File: src/hw/ccrs_pkg.sv
package ccrs_pkg;

   // apb register byte offsets
   localparam logic [7:0] CCRS_CTRL_OFS   = 8'h00;
   localparam logic [7:0] CCRS_FMT_OFS    = 8'h04;
   localparam logic [7:0] CCRS_STATUS_OFS = 8'h08;
   localparam logic [7:0] CCRS_TEST_OFS   = 8'h0c;

   // control register fields
   localparam int CCRS_CTRL_MCW_BIT = 0;
   localparam int CCRS_CTRL_CAL_BIT = 1;

   // data format register fields
   localparam int CCRS_FMT_CDS_LSB = 0;
   localparam int CCRS_FMT_CSS_BIT = 3;
   localparam int CCRS_FMT_ENC_LSB = 4;

   // status register fields
   localparam int CCRS_ST_CIP_BIT  = 0;
   localparam int CCRS_ST_RSY_BIT  = 1;
   localparam int CCRS_ST_MUTE_BIT = 2;
   localparam int CCRS_ST_TMO_BIT  = 3;

   // reset values
   localparam logic [1:0] CCRS_CTRL_RST = 2'h0;
   localparam logic [5:0] CCRS_FMT_RST  = 6'h00;

   // sample period counts
   localparam int CCRS_CAL_PERIODS  = 384;
   localparam int CCRS_MUTE_PERIODS = 128;

   // log2 of the first resync time-out in reference clock periods
   localparam int CCRS_RESYNC_LOG2 = 21;

   localparam logic [31:0] CCRS_BAD_DATA = 32'h0000_0000;

   typedef enum logic [1:0] {
      CCRS_ENC_S16  = 2'b00,
      CCRS_ENC_U8   = 2'b01,
      CCRS_ENC_ULAW = 2'b10,
      CCRS_ENC_ALAW = 2'b11
   } ccrs_enc_t;

   typedef enum logic [1:0] {
      CCRS_RS_IDLE = 2'b00,
      CCRS_RS_WAIT = 2'b01,
      CCRS_RS_TMO  = 2'b10,
      CCRS_RS_SYNC = 2'b11
   } ccrs_rs_t;

endpackage

File: src/hw/ccrs_sequencer.sv
`timescale 1ns/1ps
module ccrs_sequencer
   import ccrs_pkg::*;
#(
   parameter int FRAME_SAMPLES = 2,
   parameter int TMO_FIRST     = 1 << CCRS_RESYNC_LOG2,
   parameter int TMO_LATER     = 61440
) (
   input  wire logic        i_ref_clk,
   input  wire logic        i_rst,
   input  wire logic        psel,
   input  wire logic        penable,
   input  wire logic        pwrite,
   input  wire logic [7:0]  paddr,
   input  wire logic [31:0] pwdata,
   output logic      [31:0] prdata,
   output logic             pready,
   output logic             pslverr,
   input  wire logic        i_sample_tick,
   input  wire logic        i_frame_sync,
   input  wire logic [15:0] i_pcm_sample,
   output logic      [15:0] o_enc_sample,
   output logic             o_mute,
   output logic             o_frame_sync_en,
   output logic             o_cal_run
);

   typedef struct packed {
      logic [1:0]  fs_sync;
      logic        fs_prev;
      logic        mcw;
      logic        cal_req;
      logic [5:0]  fmt;
      logic        cip;
      logic        cal_mode;
      logic [8:0]  smp_cnt;
      ccrs_rs_t    rs;
      logic        resync;
      logic        powered_once;
      logic [21:0] tmo_cnt;
      logic [7:0]  frm_cnt;
      logic [31:0] rdata;
      logic        ready;
      logic        slverr;
      logic [15:0] enc;
   } ccrs_state_t;

   ccrs_state_t s_r;
   ccrs_state_t s_nxt;

   // mu-law: bias, find segment, invert
   function automatic logic [7:0] enc_ulaw(input logic [15:0] x);
      logic [15:0] mag;
      logic [2:0]  seg;
      logic [3:0]  man;
      mag = x[15] ? 16'((~x) + 16'h0001) : x;
      mag = 16'(mag >> 2);
      if (mag > 16'h1fdf) begin
         mag = 16'h1fdf;
      end
      mag = 16'(mag + 16'h0021);
      seg = 3'h7;
      for (int k = 6; k >= 0; k--) begin
         if (mag < (16'h0040 << k)) begin
            seg = 3'(k);
         end
      end
      man = 4'((mag >> (4'(seg) + 4'h1)) & 16'h000f);
      // clipped peak lands past the top segment: saturate the code
      if (mag >= 16'h2000) begin
         seg = 3'h7;
         man = 4'hf;
      end
      enc_ulaw = ~{x[15], seg, man};
   endfunction

   // a-law: segment from magnitude, even bits toggled
   function automatic logic [7:0] enc_alaw(input logic [15:0] x);
      logic [15:0] mag;
      logic [2:0]  seg;
      logic [3:0]  man;
      mag = x[15] ? 16'(~x) : x;
      mag = 16'(mag >> 3);
      seg = 3'h0;
      for (int k = 1; k < 8; k++) begin
         if (mag >= (16'h0020 << (k - 1))) begin
            seg = 3'(k);
         end
      end
      if (seg == 3'h0) begin
         man = 4'(mag >> 1);
      end else begin
         man = 4'(mag >> seg);
      end
      enc_alaw = {~x[15], seg, man} ^ 8'h55;
   endfunction

   logic fs_edge;
   logic wr_en;
   logic rd_en;
   logic fmt_wr;
   logic [8:0] term;

   always_comb begin
      s_nxt = s_r;
      // first stage feeds only the second
      s_nxt.fs_sync = {s_r.fs_sync[0], i_frame_sync};
      s_nxt.fs_prev = s_r.fs_sync[1];
      fs_edge = s_r.fs_sync[1] & ~s_r.fs_prev;
      wr_en  = psel & penable & pwrite & ~s_r.ready;
      rd_en  = psel & penable & ~pwrite & ~s_r.ready;
      fmt_wr = 1'b0;
      term   = s_r.cal_mode ? 9'(CCRS_CAL_PERIODS - 1) : 9'(CCRS_MUTE_PERIODS - 1);

      // apb: one wait state, answer registered
      s_nxt.ready  = psel & penable & ~s_r.ready;
      s_nxt.slverr = 1'b0;
      s_nxt.rdata  = CCRS_BAD_DATA;

      // calibration / mute interval timer
      if (s_r.cip && i_sample_tick) begin
         if (s_r.smp_cnt == term) begin
            s_nxt.cip = 1'b0;
         end else begin
            s_nxt.smp_cnt = 9'(s_r.smp_cnt + 9'h001);
         end
      end

      if (wr_en) begin
         unique case (paddr)
            CCRS_CTRL_OFS: begin
               s_nxt.mcw = pwdata[CCRS_CTRL_MCW_BIT];
               // calibration request alterable in window or by the write that opens it
               if (s_r.mcw || pwdata[CCRS_CTRL_MCW_BIT]) begin
                  s_nxt.cal_req = pwdata[CCRS_CTRL_CAL_BIT];
               end
               if (s_r.mcw && !pwdata[CCRS_CTRL_MCW_BIT]) begin
                  s_nxt.cip      = 1'b1;
                  s_nxt.smp_cnt  = 9'h000;
                  s_nxt.cal_mode = s_r.cal_req;
               end
            end
            CCRS_FMT_OFS: begin
               // format written only while the window is already open
               if (s_r.mcw) begin
                  s_nxt.fmt = pwdata[5:0];
                  fmt_wr = 1'b1;
               end
            end
            default: begin
               s_nxt.slverr = ~(paddr == CCRS_STATUS_OFS);
            end
         endcase
      end
      if (rd_en) begin
         unique case (paddr)
            CCRS_CTRL_OFS:   s_nxt.rdata = {30'h0, s_r.cal_req, s_r.mcw};
            CCRS_FMT_OFS:    s_nxt.rdata = {26'h0, s_r.fmt};
            CCRS_STATUS_OFS: begin
               s_nxt.rdata = {28'h0, (s_r.rs == CCRS_RS_TMO),
                              (s_r.cip & ~s_r.cal_mode), s_r.resync, s_r.cip};
            end
            default: begin
               s_nxt.slverr = 1'b1;
            end
         endcase
      end

      // resynchronisation sequencer
      unique case (s_r.rs)
         CCRS_RS_IDLE: begin
            if (fmt_wr && (pwdata[3:0] != s_r.fmt[3:0])) begin
               s_nxt.rs      = CCRS_RS_WAIT;
               s_nxt.frm_cnt = 8'h00;
               s_nxt.resync  = 1'b0;
            end
         end
         CCRS_RS_WAIT: begin
            if (i_sample_tick) begin
               if (s_r.frm_cnt == 8'(2 * FRAME_SAMPLES - 1)) begin
                  s_nxt.resync  = 1'b1;
                  s_nxt.rs      = CCRS_RS_TMO;
                  s_nxt.tmo_cnt = s_r.powered_once ? 22'(TMO_LATER - 1)
                                                   : 22'(TMO_FIRST - 1);
               end else begin
                  s_nxt.frm_cnt = 8'(s_r.frm_cnt + 8'h01);
               end
            end
         end
         CCRS_RS_TMO: begin
            // frame syncs here are ignored
            if (s_r.tmo_cnt == 22'h0) begin
               s_nxt.rs           = CCRS_RS_SYNC;
               s_nxt.powered_once = 1'b1;
            end else begin
               s_nxt.tmo_cnt = 22'(s_r.tmo_cnt - 22'h1);
            end
         end
         CCRS_RS_SYNC: begin
            if (fs_edge) begin
               s_nxt.rs = CCRS_RS_IDLE;
            end
         end
      endcase

      // encoder, fed from sample stream
      unique case (ccrs_enc_t'(s_r.fmt[5:4]))
         CCRS_ENC_S16:  s_nxt.enc = i_pcm_sample;
         CCRS_ENC_U8:   s_nxt.enc = {8'h00, ~i_pcm_sample[15], i_pcm_sample[14:8]};
         CCRS_ENC_ULAW: s_nxt.enc = {8'h00, enc_ulaw(i_pcm_sample)};
         CCRS_ENC_ALAW: s_nxt.enc = {8'h00, enc_alaw(i_pcm_sample)};
      endcase
   end

   always_ff @(posedge i_ref_clk or posedge i_rst) begin
      if (i_rst) begin
         s_r         <= '0;
         s_r.cal_req <= CCRS_CTRL_RST[CCRS_CTRL_CAL_BIT];
         s_r.fmt     <= CCRS_FMT_RST;
         s_r.rs      <= CCRS_RS_IDLE;
      end else begin
         s_r <= s_nxt;
      end
   end

   always_ff @(posedge i_ref_clk or posedge i_rst) begin
      if (i_rst) begin
         o_mute          <= 1'b0;
         o_frame_sync_en <= 1'b1;
         o_cal_run       <= 1'b0;
      end else begin
         o_mute          <= s_nxt.cip & ~s_nxt.cal_mode;
         o_frame_sync_en <= ~((s_nxt.rs == CCRS_RS_TMO) || (s_nxt.rs == CCRS_RS_SYNC));
         o_cal_run       <= s_nxt.cip & s_nxt.cal_mode;
      end
   end

   assign prdata       = s_r.rdata;
   assign pready       = s_r.ready;
   assign pslverr      = s_r.slverr;
   assign o_enc_sample = s_r.enc;

   a_close_sets_flag: assert property (@(posedge i_ref_clk) disable iff (i_rst)
      (psel && penable && pwrite && !pready && paddr == CCRS_CTRL_OFS && s_r.mcw
       && !pwdata[CCRS_CTRL_MCW_BIT]) |=> s_r.cip)
      else $error("window close did not raise flag");

   a_fmt_locked: assert property (@(posedge i_ref_clk) disable iff (i_rst)
      (!s_r.mcw) |=> (s_r.fmt == $past(s_r.fmt)))
      else $error("format changed outside window");

   a_cal_length: assert property (@(posedge i_ref_clk) disable iff (i_rst)
      ($fell(s_r.cip) && s_r.cal_mode) |-> ($past(s_r.smp_cnt) == 9'(CCRS_CAL_PERIODS - 1)))
      else $error("calibration interval wrong");

   a_mute_length: assert property (@(posedge i_ref_clk) disable iff (i_rst)
      ($fell(s_r.cip) && !s_r.cal_mode) |-> ($past(s_r.smp_cnt) == 9'(CCRS_MUTE_PERIODS - 1)))
      else $error("mute interval wrong");

   a_mute_follows: assert property (@(posedge i_ref_clk) disable iff (i_rst)
      (s_r.cip && !s_r.cal_mode) |-> o_mute)
      else $error("mute not driven");

   a_no_sync_tmo: assert property (@(posedge i_ref_clk) disable iff (i_rst)
      (s_r.rs == CCRS_RS_TMO) |=> !o_frame_sync_en)
      else $error("frame syncs during time-out");

   a_resync_seen: assert property (@(posedge i_ref_clk) disable iff (i_rst)
      (s_r.rs == CCRS_RS_WAIT ##1 s_r.rs == CCRS_RS_TMO) |-> s_r.resync)
      else $error("resync flag missing");

   a_resume_sync: assert property (@(posedge i_ref_clk) disable iff (i_rst)
      (s_r.rs == CCRS_RS_SYNC && fs_edge) |=> (s_r.rs == CCRS_RS_IDLE) ##1 o_frame_sync_en)
      else $error("no resume after frame sync");

   a_u8_sign: assert property (@(posedge i_ref_clk) disable iff (i_rst)
      (s_r.fmt[5:4] == 2'b01 && $stable(s_r.fmt)) |=> (s_r.enc[7] == !$past(i_pcm_sample[15])))
      else $error("unsigned sign bit wrong");

   a_cal_run_flag: assert property (@(posedge i_ref_clk) disable iff (i_rst)
      o_cal_run |-> s_r.cip)
      else $error("calibration runs without flag");

   a_cnt_bound: assert property (@(posedge i_ref_clk) disable iff (i_rst)
      s_r.cip |-> (s_r.smp_cnt <= term))
      else $error("interval counter past terminal count");

   a_cnt_holds: assert property (@(posedge i_ref_clk) disable iff (i_rst)
      (s_r.cip && !i_sample_tick && !wr_en) |=> $stable(s_r.smp_cnt))
      else $error("interval counter moved without tick");

   a_tmo_ignores_fs: assert property (@(posedge i_ref_clk) disable iff (i_rst)
      (s_r.rs == CCRS_RS_TMO && s_r.tmo_cnt != 22'h0) |=> (s_r.rs == CCRS_RS_TMO))
      else $error("time-out left early");

   a_fmt_open_write: assert property (@(posedge i_ref_clk) disable iff (i_rst)
      (wr_en && paddr == CCRS_FMT_OFS && s_r.mcw) |=> (s_r.fmt == $past(pwdata[5:0])))
      else $error("format write in window lost");

   a_rate_starts: assert property (@(posedge i_ref_clk) disable iff (i_rst)
      (s_r.rs == CCRS_RS_IDLE && fmt_wr && pwdata[3:0] != s_r.fmt[3:0])
      |=> (s_r.rs == CCRS_RS_WAIT))
      else $error("clock change did not start resync");

   a_cal_starts: assert property (@(posedge i_ref_clk) disable iff (i_rst)
      (wr_en && paddr == CCRS_CTRL_OFS && s_r.mcw && !pwdata[CCRS_CTRL_MCW_BIT]
       && s_r.cal_req) |=> (s_r.cal_mode && o_cal_run))
      else $error("calibration not started on close");

   a_sync_dark: assert property (@(posedge i_ref_clk) disable iff (i_rst)
      (s_r.rs == CCRS_RS_SYNC) |-> !o_frame_sync_en)
      else $error("frame syncs before first sync");

   a_s16_pass: assert property (@(posedge i_ref_clk) disable iff (i_rst)
      (s_r.fmt[5:4] == 2'b00 && $stable(s_r.fmt)) |=> (s_r.enc == $past(i_pcm_sample)))
      else $error("signed sample altered");

   a_u8_high_byte: assert property (@(posedge i_ref_clk) disable iff (i_rst)
      (s_r.fmt[5:4] == 2'b01 && $stable(s_r.fmt))
      |=> (s_r.enc[6:0] == $past(i_pcm_sample[14:8]) && s_r.enc[15:8] == 8'h00))
      else $error("unsigned high byte wrong");

endmodule

File: config.mk
export PLATFORM = sky130hd
export DESIGN_NAME = ccrs_sequencer
export DESIGN_NICKNAME = d
export VERILOG_FILES = /design/src/hw/ccrs_pkg.sv /design/src/hw/ccrs_sequencer.sv
export SDC_FILE = /design/constraint.sdc
export NUM_CORES = 1
export LEC_CHECK = 0
export BUFFER_PORTS_ARGS = -buffer_cell sky130_fd_sc_hd__buf_2
export CORE_AREA = 2 2 133 135
export DETAILED_ROUTE_END_ITERATION = 16
export DIE_AREA = 0 0 135 137
export SLEW_MARGIN = 20
export SYNTH_ARGS = -nofsm -noshare
export SYNTH_HDL_FRONTEND = slang
export SYNTH_SLANG_ARGS = --single-unit
File: constraint.sdc
create_clock -name i_ref_clk -period 3.8 [get_ports i_ref_clk]
set_clock_uncertainty 0.2 [all_clocks]
set_input_delay 0.76 -clock i_ref_clk [delete_from_list [all_inputs] [get_ports i_ref_clk]]
set_output_delay 0.76 -clock i_ref_clk [all_outputs]
set_load 0.005 [all_outputs]
==> results of run 1 <==
-- worst reg2reg max path, stage by stage (launching register included) --
cell	delay [ns]
dfrtp_1	0.41
ha_1	0.20
or4b_2	0.58
nor4_1	0.19
buf_4	0.18
and2_0	0.34
nor2_1	0.09
buf_4	0.18
nor3_1	0.31
and3_1	0.20
o21ai_0	0.07
-- sequential cells by signal (all words and copies together) (netlist names) --
register         count
s_nxt                2
o_cal_run            1
o_frame_sync_en      1
pslverr              1
s_r                 54
o_mute               1
o_enc_sample        16
pready               1
prdata               6
-- synthesized netlist by cell type, drive strengths merged (6+ instances only) --
master and count:
xnor2 22, buf 55, xor2 22, dfrtp 82
or3 8, nor3 37, a211oi 8, nor4 11
nand2b 9, nor2b 10, mux2i 20, inv 24
a31oi 10, and3 13, o22ai 6, clkbuf 30
nand2 53, mux2 10, and2 17, nand3 20
o21ai 44, a21oi 36, o211ai 6, nor2 72
-- layout make-up --
| cell class | instances | area share, % |
|---|---|---|
| multi-input combinational | 539 | 48.3 |
| timing repair buffer | 142 | 13.1 |
| sequential | 83 | 29.1 |
| tap | 225 | 3.94 |
| clock inverter | 5 | 0.876 |
| inverter | 24 | 1.28 |
| clock buffer | 11 | 3.40 |
-- power breakdown --
part	internal [mW]	switching, mW	leakage, nW
logic	0.188	0.235	2.06
registers	0.897	0.00470	1.06
clock network	0.529	0.334	0.142
-- final timing paths --
check,end,slack (ns),cells past startpoint
min in group asynchronous,s_r[63],0.41,2
max,o_enc_sample[3],0.22,10
max reg2reg,s_r[64],0.70,10
min reg2reg,s_nxt[103],0.16,0
min,s_nxt[103],0.16,0
max in group asynchronous,s_r[97],2.23,3
-- through the flow --
| step | utilization, % | instance area (sq um) |
|---|---|---|
| floorplan | - | 6130 |
| global placement | 40.0 | 6820 |
| detailed placement | 40.0 | 6820 |
| CTS | 41.8 | 7130 |
| global route | 41.9 | 7140 |
| finish | 41.9 | 7140 |
-- routing by layer --
metal,vias to the layer above,share of wire [%],GRT usage (%)
li1,2639,-,-
met1,2438,46,21.5
met2,91,49,28.0
met3,14,3.3,2.30
met4,0,1.4,5.21
met5,-,0,0
-- what timing repair did --
| action | CTS | global route |
|---|---|---|
| setup buffers | 0 | 0 |
| endpoints found under the setup margin | 0 | 1 |
| gates resized for setup | 0 | 2 |
-- cells by family (layout without fill, tap and decap cells) --
family / count (synthesis) / count (layout) / synth area share (%)
flops: 83 / 83 / 34.5
buf+inv: 109 / 182 / 10.2
other cells: 1 / 26 / 0.0623
mux: 31 / 31 / 5.63
fa+ha+maj: 3 / 3 / 0.623
xor+xnor: 44 / 44 / 6.65
simple gates: 274 / 274 / 23.2
compound gates: 161 / 161 / 19.2
-- placed cells by master (no fill, tap or decap), types with 10 or more instances in the layout --
cell type and count:
nor3_1 37, nor2_1 71, and3_1 13, nor2b_1 10
buf_4 77, mux2i_1 20, nand2_1 53, dfrtp_1 82
conb_1 26, a21oi_1 35, a31oi_1 10, xnor2_1 20
xor2_1 21, buf_2 63, nand3_1 20, and2_1 16
o21ai_0 42, inv_1 23
==> flow_metrics.tcl, run 1 <==
set metrics [dict create \
    synth_top_cell_area_share_pct 34.1 \
    dr.pass1.iters 5 \
    place_congestion 0.872 \
    fin_crit_sh_pct 94.3 \
    nNetsFinal 865 \
    wl_per_cell_microns 14.0 \
    whs_ns 0.165 \
    cts_sinks 83 \
    io_pins 116 \
    worstReg2RegStart "s_r[50]" \
    synth_cell_type_count 89 \
    total_power_mw 2.19 \
    num_vias 5182 \
    outcome "complete, no violations" \
    crit_buf_inv 1 \
    yosysTopAreaCell "dfrtp_1" \
    slew_violations 0 \
    grt_pass1_vias 4961 \
    multi_input_area_sq_um 3450 \
    dieArea_sq_um 18500 \
    hold_start "s_nxt[105]" \
    final.setup.tns_ns 0 \
    slowest_stage "or4_4" \
    clk_latency_ns 0.33 \
    min_period_ns 3.58 \
    diodes 0 \
    fp.dieW_microns 135 \
    fillers 1768 \
    drtIter0Drc 311 \
    seq_area_sq_um 2080 \
    async_reset_ff_share_pct 100 \
    max_stage_delay_ns 0.59 \
    worstPathArrival_ns 3.61 \
    core_sq_um 17100 \
    grt_start_max_net_pins 59 \
    cts_tree "done" \
    htree_levels 3 \
    post_synth_inst_count 706 \
    rsz0062_at_grt "false" \
    relSlewSlack_pct 34.6 \
    place_ws_ns -0.119 \
    crit_fanout 4 \
    wl_microns 14400 \
    critPathRequiredTime_ns 3.83 \
    dp_cells 1013 \
    cap_violations 0 \
    final_layout_size_suffix_gt1_share_pct 24.6 \
    grt_pass1_wl_microns 24400 \
    rows 48 \
    die_y_microns 137 \
    crit_type "in2reg" \
    cp-startpoint "i_pcm_sample[4]" \
    yosys_most_used_dff "dfrtp_1" \
    hold_viol 0 \
    ir_drop_mv 0.278 \
    grt_overflow 0 \
    cp-start-kind "primary input" \
    drc 0 \
    grt.total_usage_pct 16.4 \
    finalSetupViolCount 0 \
    critical_path.top_delay_family "compound AO/OA/AOI/OAI gates" \
    powerDensity_nw_per_um2 306 \
    synthesis.area_per_instance_sq_um 8.53 \
    layout_setup_ws_ns 0.216 \
    synth_area_sq_um 6020 \
    ys_top_cells_by_area "dfrtp_1 34%, buf_4 6.0%, nor2_1 4.4%" \
    worstMarginPinSlew_ns 0.981 \
    yosys_warnings 0 \
    cts.clk_slew.worst_paths_ns 0.06 \
    max_freq_mhz 279 \
    path_cells "buf_2 > or4_4 > o311a_1 > or3_4 > o211ai_4 > o21ai_2 > a311oi_2 > mux2_1 > o221a_1 > o31ai_2" \
    start_util_pct 35.3 \
    ys_seq_area_share_pct 34.5 \
    synth-edff-count 0 \
    cts_buffers 9 \
    port_buffers 63 \
    hold_class "reg2reg" \
    antenna_found_initial 0 \
    endpoint_kind "flip-flop" \
    vias_per_cell 5.04 \
    place_hpwl_microns 11200 \
    syn2layout_area_growth_pct 18.6 \
    clock_path_buffers 2 \
    ys_ff_latch 83 \
    p_leak_nw 3.27 \
    cts_hold_buf 0 \
    postRouteAntennaNets 0 \
    clock-root-buffer "clkbuf_16" \
    instances_no_fill 1029 \
]
Note: power is estimated with default switching activity, not from simulation.
==> run 2: changes to the inputs <==
--- a/config.mk
+++ b/config.mk
@@ -5,10 +5,11 @@
 export SDC_FILE = /design/constraint.sdc
 export NUM_CORES = 1
 export LEC_CHECK = 0
+export ABC_AREA = 1
 export BUFFER_PORTS_ARGS = -buffer_cell sky130_fd_sc_hd__buf_2
-export CORE_AREA = 2 2 133 135
+export CORE_AREA = 2 2 112 158
 export DETAILED_ROUTE_END_ITERATION = 16
-export DIE_AREA = 0 0 135 137
+export DIE_AREA = 0 0 114 160
 export SLEW_MARGIN = 20
 export SYNTH_ARGS = -nofsm -noshare
 export SYNTH_HDL_FRONTEND = slang
==> run 2 against run 1 <==
Combinational power increased by 130%; count of clock-buffer cells in the layout decreased by 1; critical endpoint is now o_enc_sample[2]; power is 41% higher; hold slack worse by 0.0020 ns; critical path type unchanged; highest routed layer unchanged.
==> flow_metrics.tcl, run 2 <==
set metrics [dict create \
    outcome "complete, no violations" \
    yosysMostFrequentCell "nand2_1" \
    cts_hold_buf 0 \
    grt_pass1_vias 5578 \
    drc 0 \
    max_stage_delay_ns 0.26 \
    cts_tree "done" \
    ys_top_cells_by_area "dfrtp_1 34%, nand2_1 11%, inv_1 8.1%" \
    whs_ns 0.163 \
    cp-start-kind "primary input" \
    core_sq_um 17000 \
    powerDensity_nw_per_um2 433 \
    endpoint_kind "flip-flop" \
    rsz0062_at_grt "false" \
    num_vias 5611 \
    ys_ff_latch 83 \
    slew_violations 0 \
    dieArea_sq_um 18200 \
    cap_violations 0 \
    slowest_stage "a211oi_1" \
    synth.top_cells.by_count "174 x nand2_1, 128 x inv_1, 118 x nor2_1" \
    relSlewSlack_pct 51.3 \
    synth-edff-count 0 \
    postRouteAntennaNets 0 \
    vias_per_cell 4.72 \
    hold_viol 0 \
    grt_start_max_net_pins 84 \
    fp.dieW_microns 114 \
    grt_pass1_wl_microns 25300 \
    die_y_microns 160 \
    path_common_cell "nand2_4" \
    final.setup.tns_ns 0 \
    place_congestion 0.890 \
    place_hpwl_microns 12200 \
    top_register "s_r" \
    hold_class "reg2reg" \
    nNetsFinal 1043 \
    syn2layout_area_growth_pct 19.6 \
    cts.clk_slew.worst_paths_ns 0.07 \
    drtIter0Drc 312 \
    clock_path_buffers 2 \
    synth_area_sq_um 5960 \
    critical_path.top_delay_family "simple AND/OR/NAND/NOR gates" \
    path_cells "buf_2 > nor2_4 > inv_1 > nor2_2 > buf_4 > inv_1 > a211oi_1 > inv_1 > o211ai_1 > nand3_1 > nand2_4 > o21ai_1 > nand3_1 > nand2_4 > nand2_4 > nand2_4 > buf_4 > nand3_2 > nand2_1 > nand2_1 > nand3_1 > nand2_1 > nand4_1" \
    total_power_mw 3.09 \
    min_period_ns 3.47 \
    synthesis.area_per_instance_sq_um 6.97 \
    ys_seq_area_share_pct 34.9 \
    yosys_most_used_dff "dfrtp_1" \
    cts_buffers 9 \
    io_pins 116 \
    largest_reg_flops 54 \
    wl_per_cell_microns 12.7 \
    ir_drop_mv 0.204 \
    final_layout_size_suffix_gt1_share_pct 20.9 \
    post_synth_inst_count 856 \
    port_buffers 63 \
    dr.pass1.iters 4 \
    worstPathArrival_ns 3.45 \
    stdcell_area_sq_um 7130 \
    dpl-instance-area_sq_um 6800 \
    critPathRequiredTime_ns 3.78 \
    crit_type "in2reg" \
    clock-root-buffer "clkbuf_16" \
    rows 57 \
    crit_buf_inv 6 \
    final_common_cell "nand2_1" \
    yosys_warnings 0 \
    mostFrequentLayoutCells "173 x nand2_1, 127 x inv_1, 114 x nor2_1" \
    async_reset_ff_share_pct 100 \
    max_freq_mhz 288 \
    htree_levels 3 \
    fin_crit_sh_pct 91.2 \
    synth_cell_type_count 51 \
    grt.total_usage_pct 17.2 \
    start_util_pct 35.1 \
    clk_latency_ns 0.34 \
    wl_microns 15100 \
    cts_sinks 83 \
    crit_fanout 10 \
    worstMarginPinSlew_ns 0.728 \
    finalSetupViolCount 0 \
    synth_top_cell_area_share_pct 34.4 \
    yosysTopAreaCell "dfrtp_1" \
    p_leak_nw 3.67 \
    antenna_found_initial 1 \
    grt_overflow 0 \
]
## run 2: area by class of cell
| type | count | area, sq um |
|---|---|---|
| diodes | 1 | 2.50 |
| clock buffers | 10 | 239 |
| clock inverters | 6 | 72.6 |
| fillers | 1822 | 9840 |
| inverters | 134 | 507 |
| multi-input cells | 609 | 3070 |
| flip-flops and latches | 83 | 2080 |
| well taps | 206 | 258 |
| repair buffers | 140 | 906 |
## run 2: report_power, final
| group | internal [mW] | leakage [nW] | total, mW | switching (mW) |
|---|---|---|---|---|
| Sequential | 1.06 | 0.999 | 1.19 | 0.130 |
| Clock | 0.535 | 0.155 | 0.909 | 0.374 |
| Combinational | 0.377 | 2.52 | 0.991 | 0.614 |
| Total | 1.97 | 3.67 | 3.09 | 1.12 |
## run 2: what timing repair did
action | 4_1_cts | 5_1_grt
buffers inserted | 0 | 0
resized for setup | 0 | 6
setup endpoints to repair | 0 | 4
## run 2: logic make-up (layout without fill, tap and decap cells)
family / after synthesis / after routing / synth area share (%)
AOI/OAI and AO/OA: 128 / 128 / 12.8
xor gates and xnor gates: 17 / 17 / 2.50
adders and majority gates: 3 / 3 / 0.630
buffers and inverters: 189 / 290 / 15.5
DFF: 83 / 83 / 34.9
other: 1 / 27 / 0.0629
and+or+nand+nor: 435 / 435 / 33.6
## run 2: through the flow
step,worst slack [ns],cells,utilization [%]
CTS,0.254,1188,41.9
global route,0.00565,1188,42.0
finish,0.333,1189,42.0
floorplan,0.388,881,-
global placement,-0.0434,1172,40.1
detailed placement,-0.0965,1172,40.1
## run 2: layer usage
| layer | GRT usage, % | part of all wire, % | up-vias | wire [microns] |
|---|---|---|---|---|
| met4 | 7.59 | 3.3 | 0 | 499 |
| met2 | 32.3 | 53 | 100 | 8060 |
| li1 | - | - | 2926 | - |
| met5 | 0 | 0 | - | 0 |
| met3 | 2.43 | 2.7 | 35 | 407 |
| met1 | 18.7 | 41 | 2550 | 6160 |
## run 2: worst paths after layout
path	end	start	cells after the start	slack [ns]
max	o_enc_sample[2]	i_pcm_sample[0]	23	0.33
min	s_nxt[103]	s_nxt[105]	0	0.16
max reg2reg	s_r[67]	s_r[58]	14	0.85
min reg2reg	s_nxt[103]	s_nxt[105]	0	0.16
max in group asynchronous	prdata[0]	i_rst	3	2.74
min in group asynchronous	o_enc_sample[6]	i_rst	3	0.30
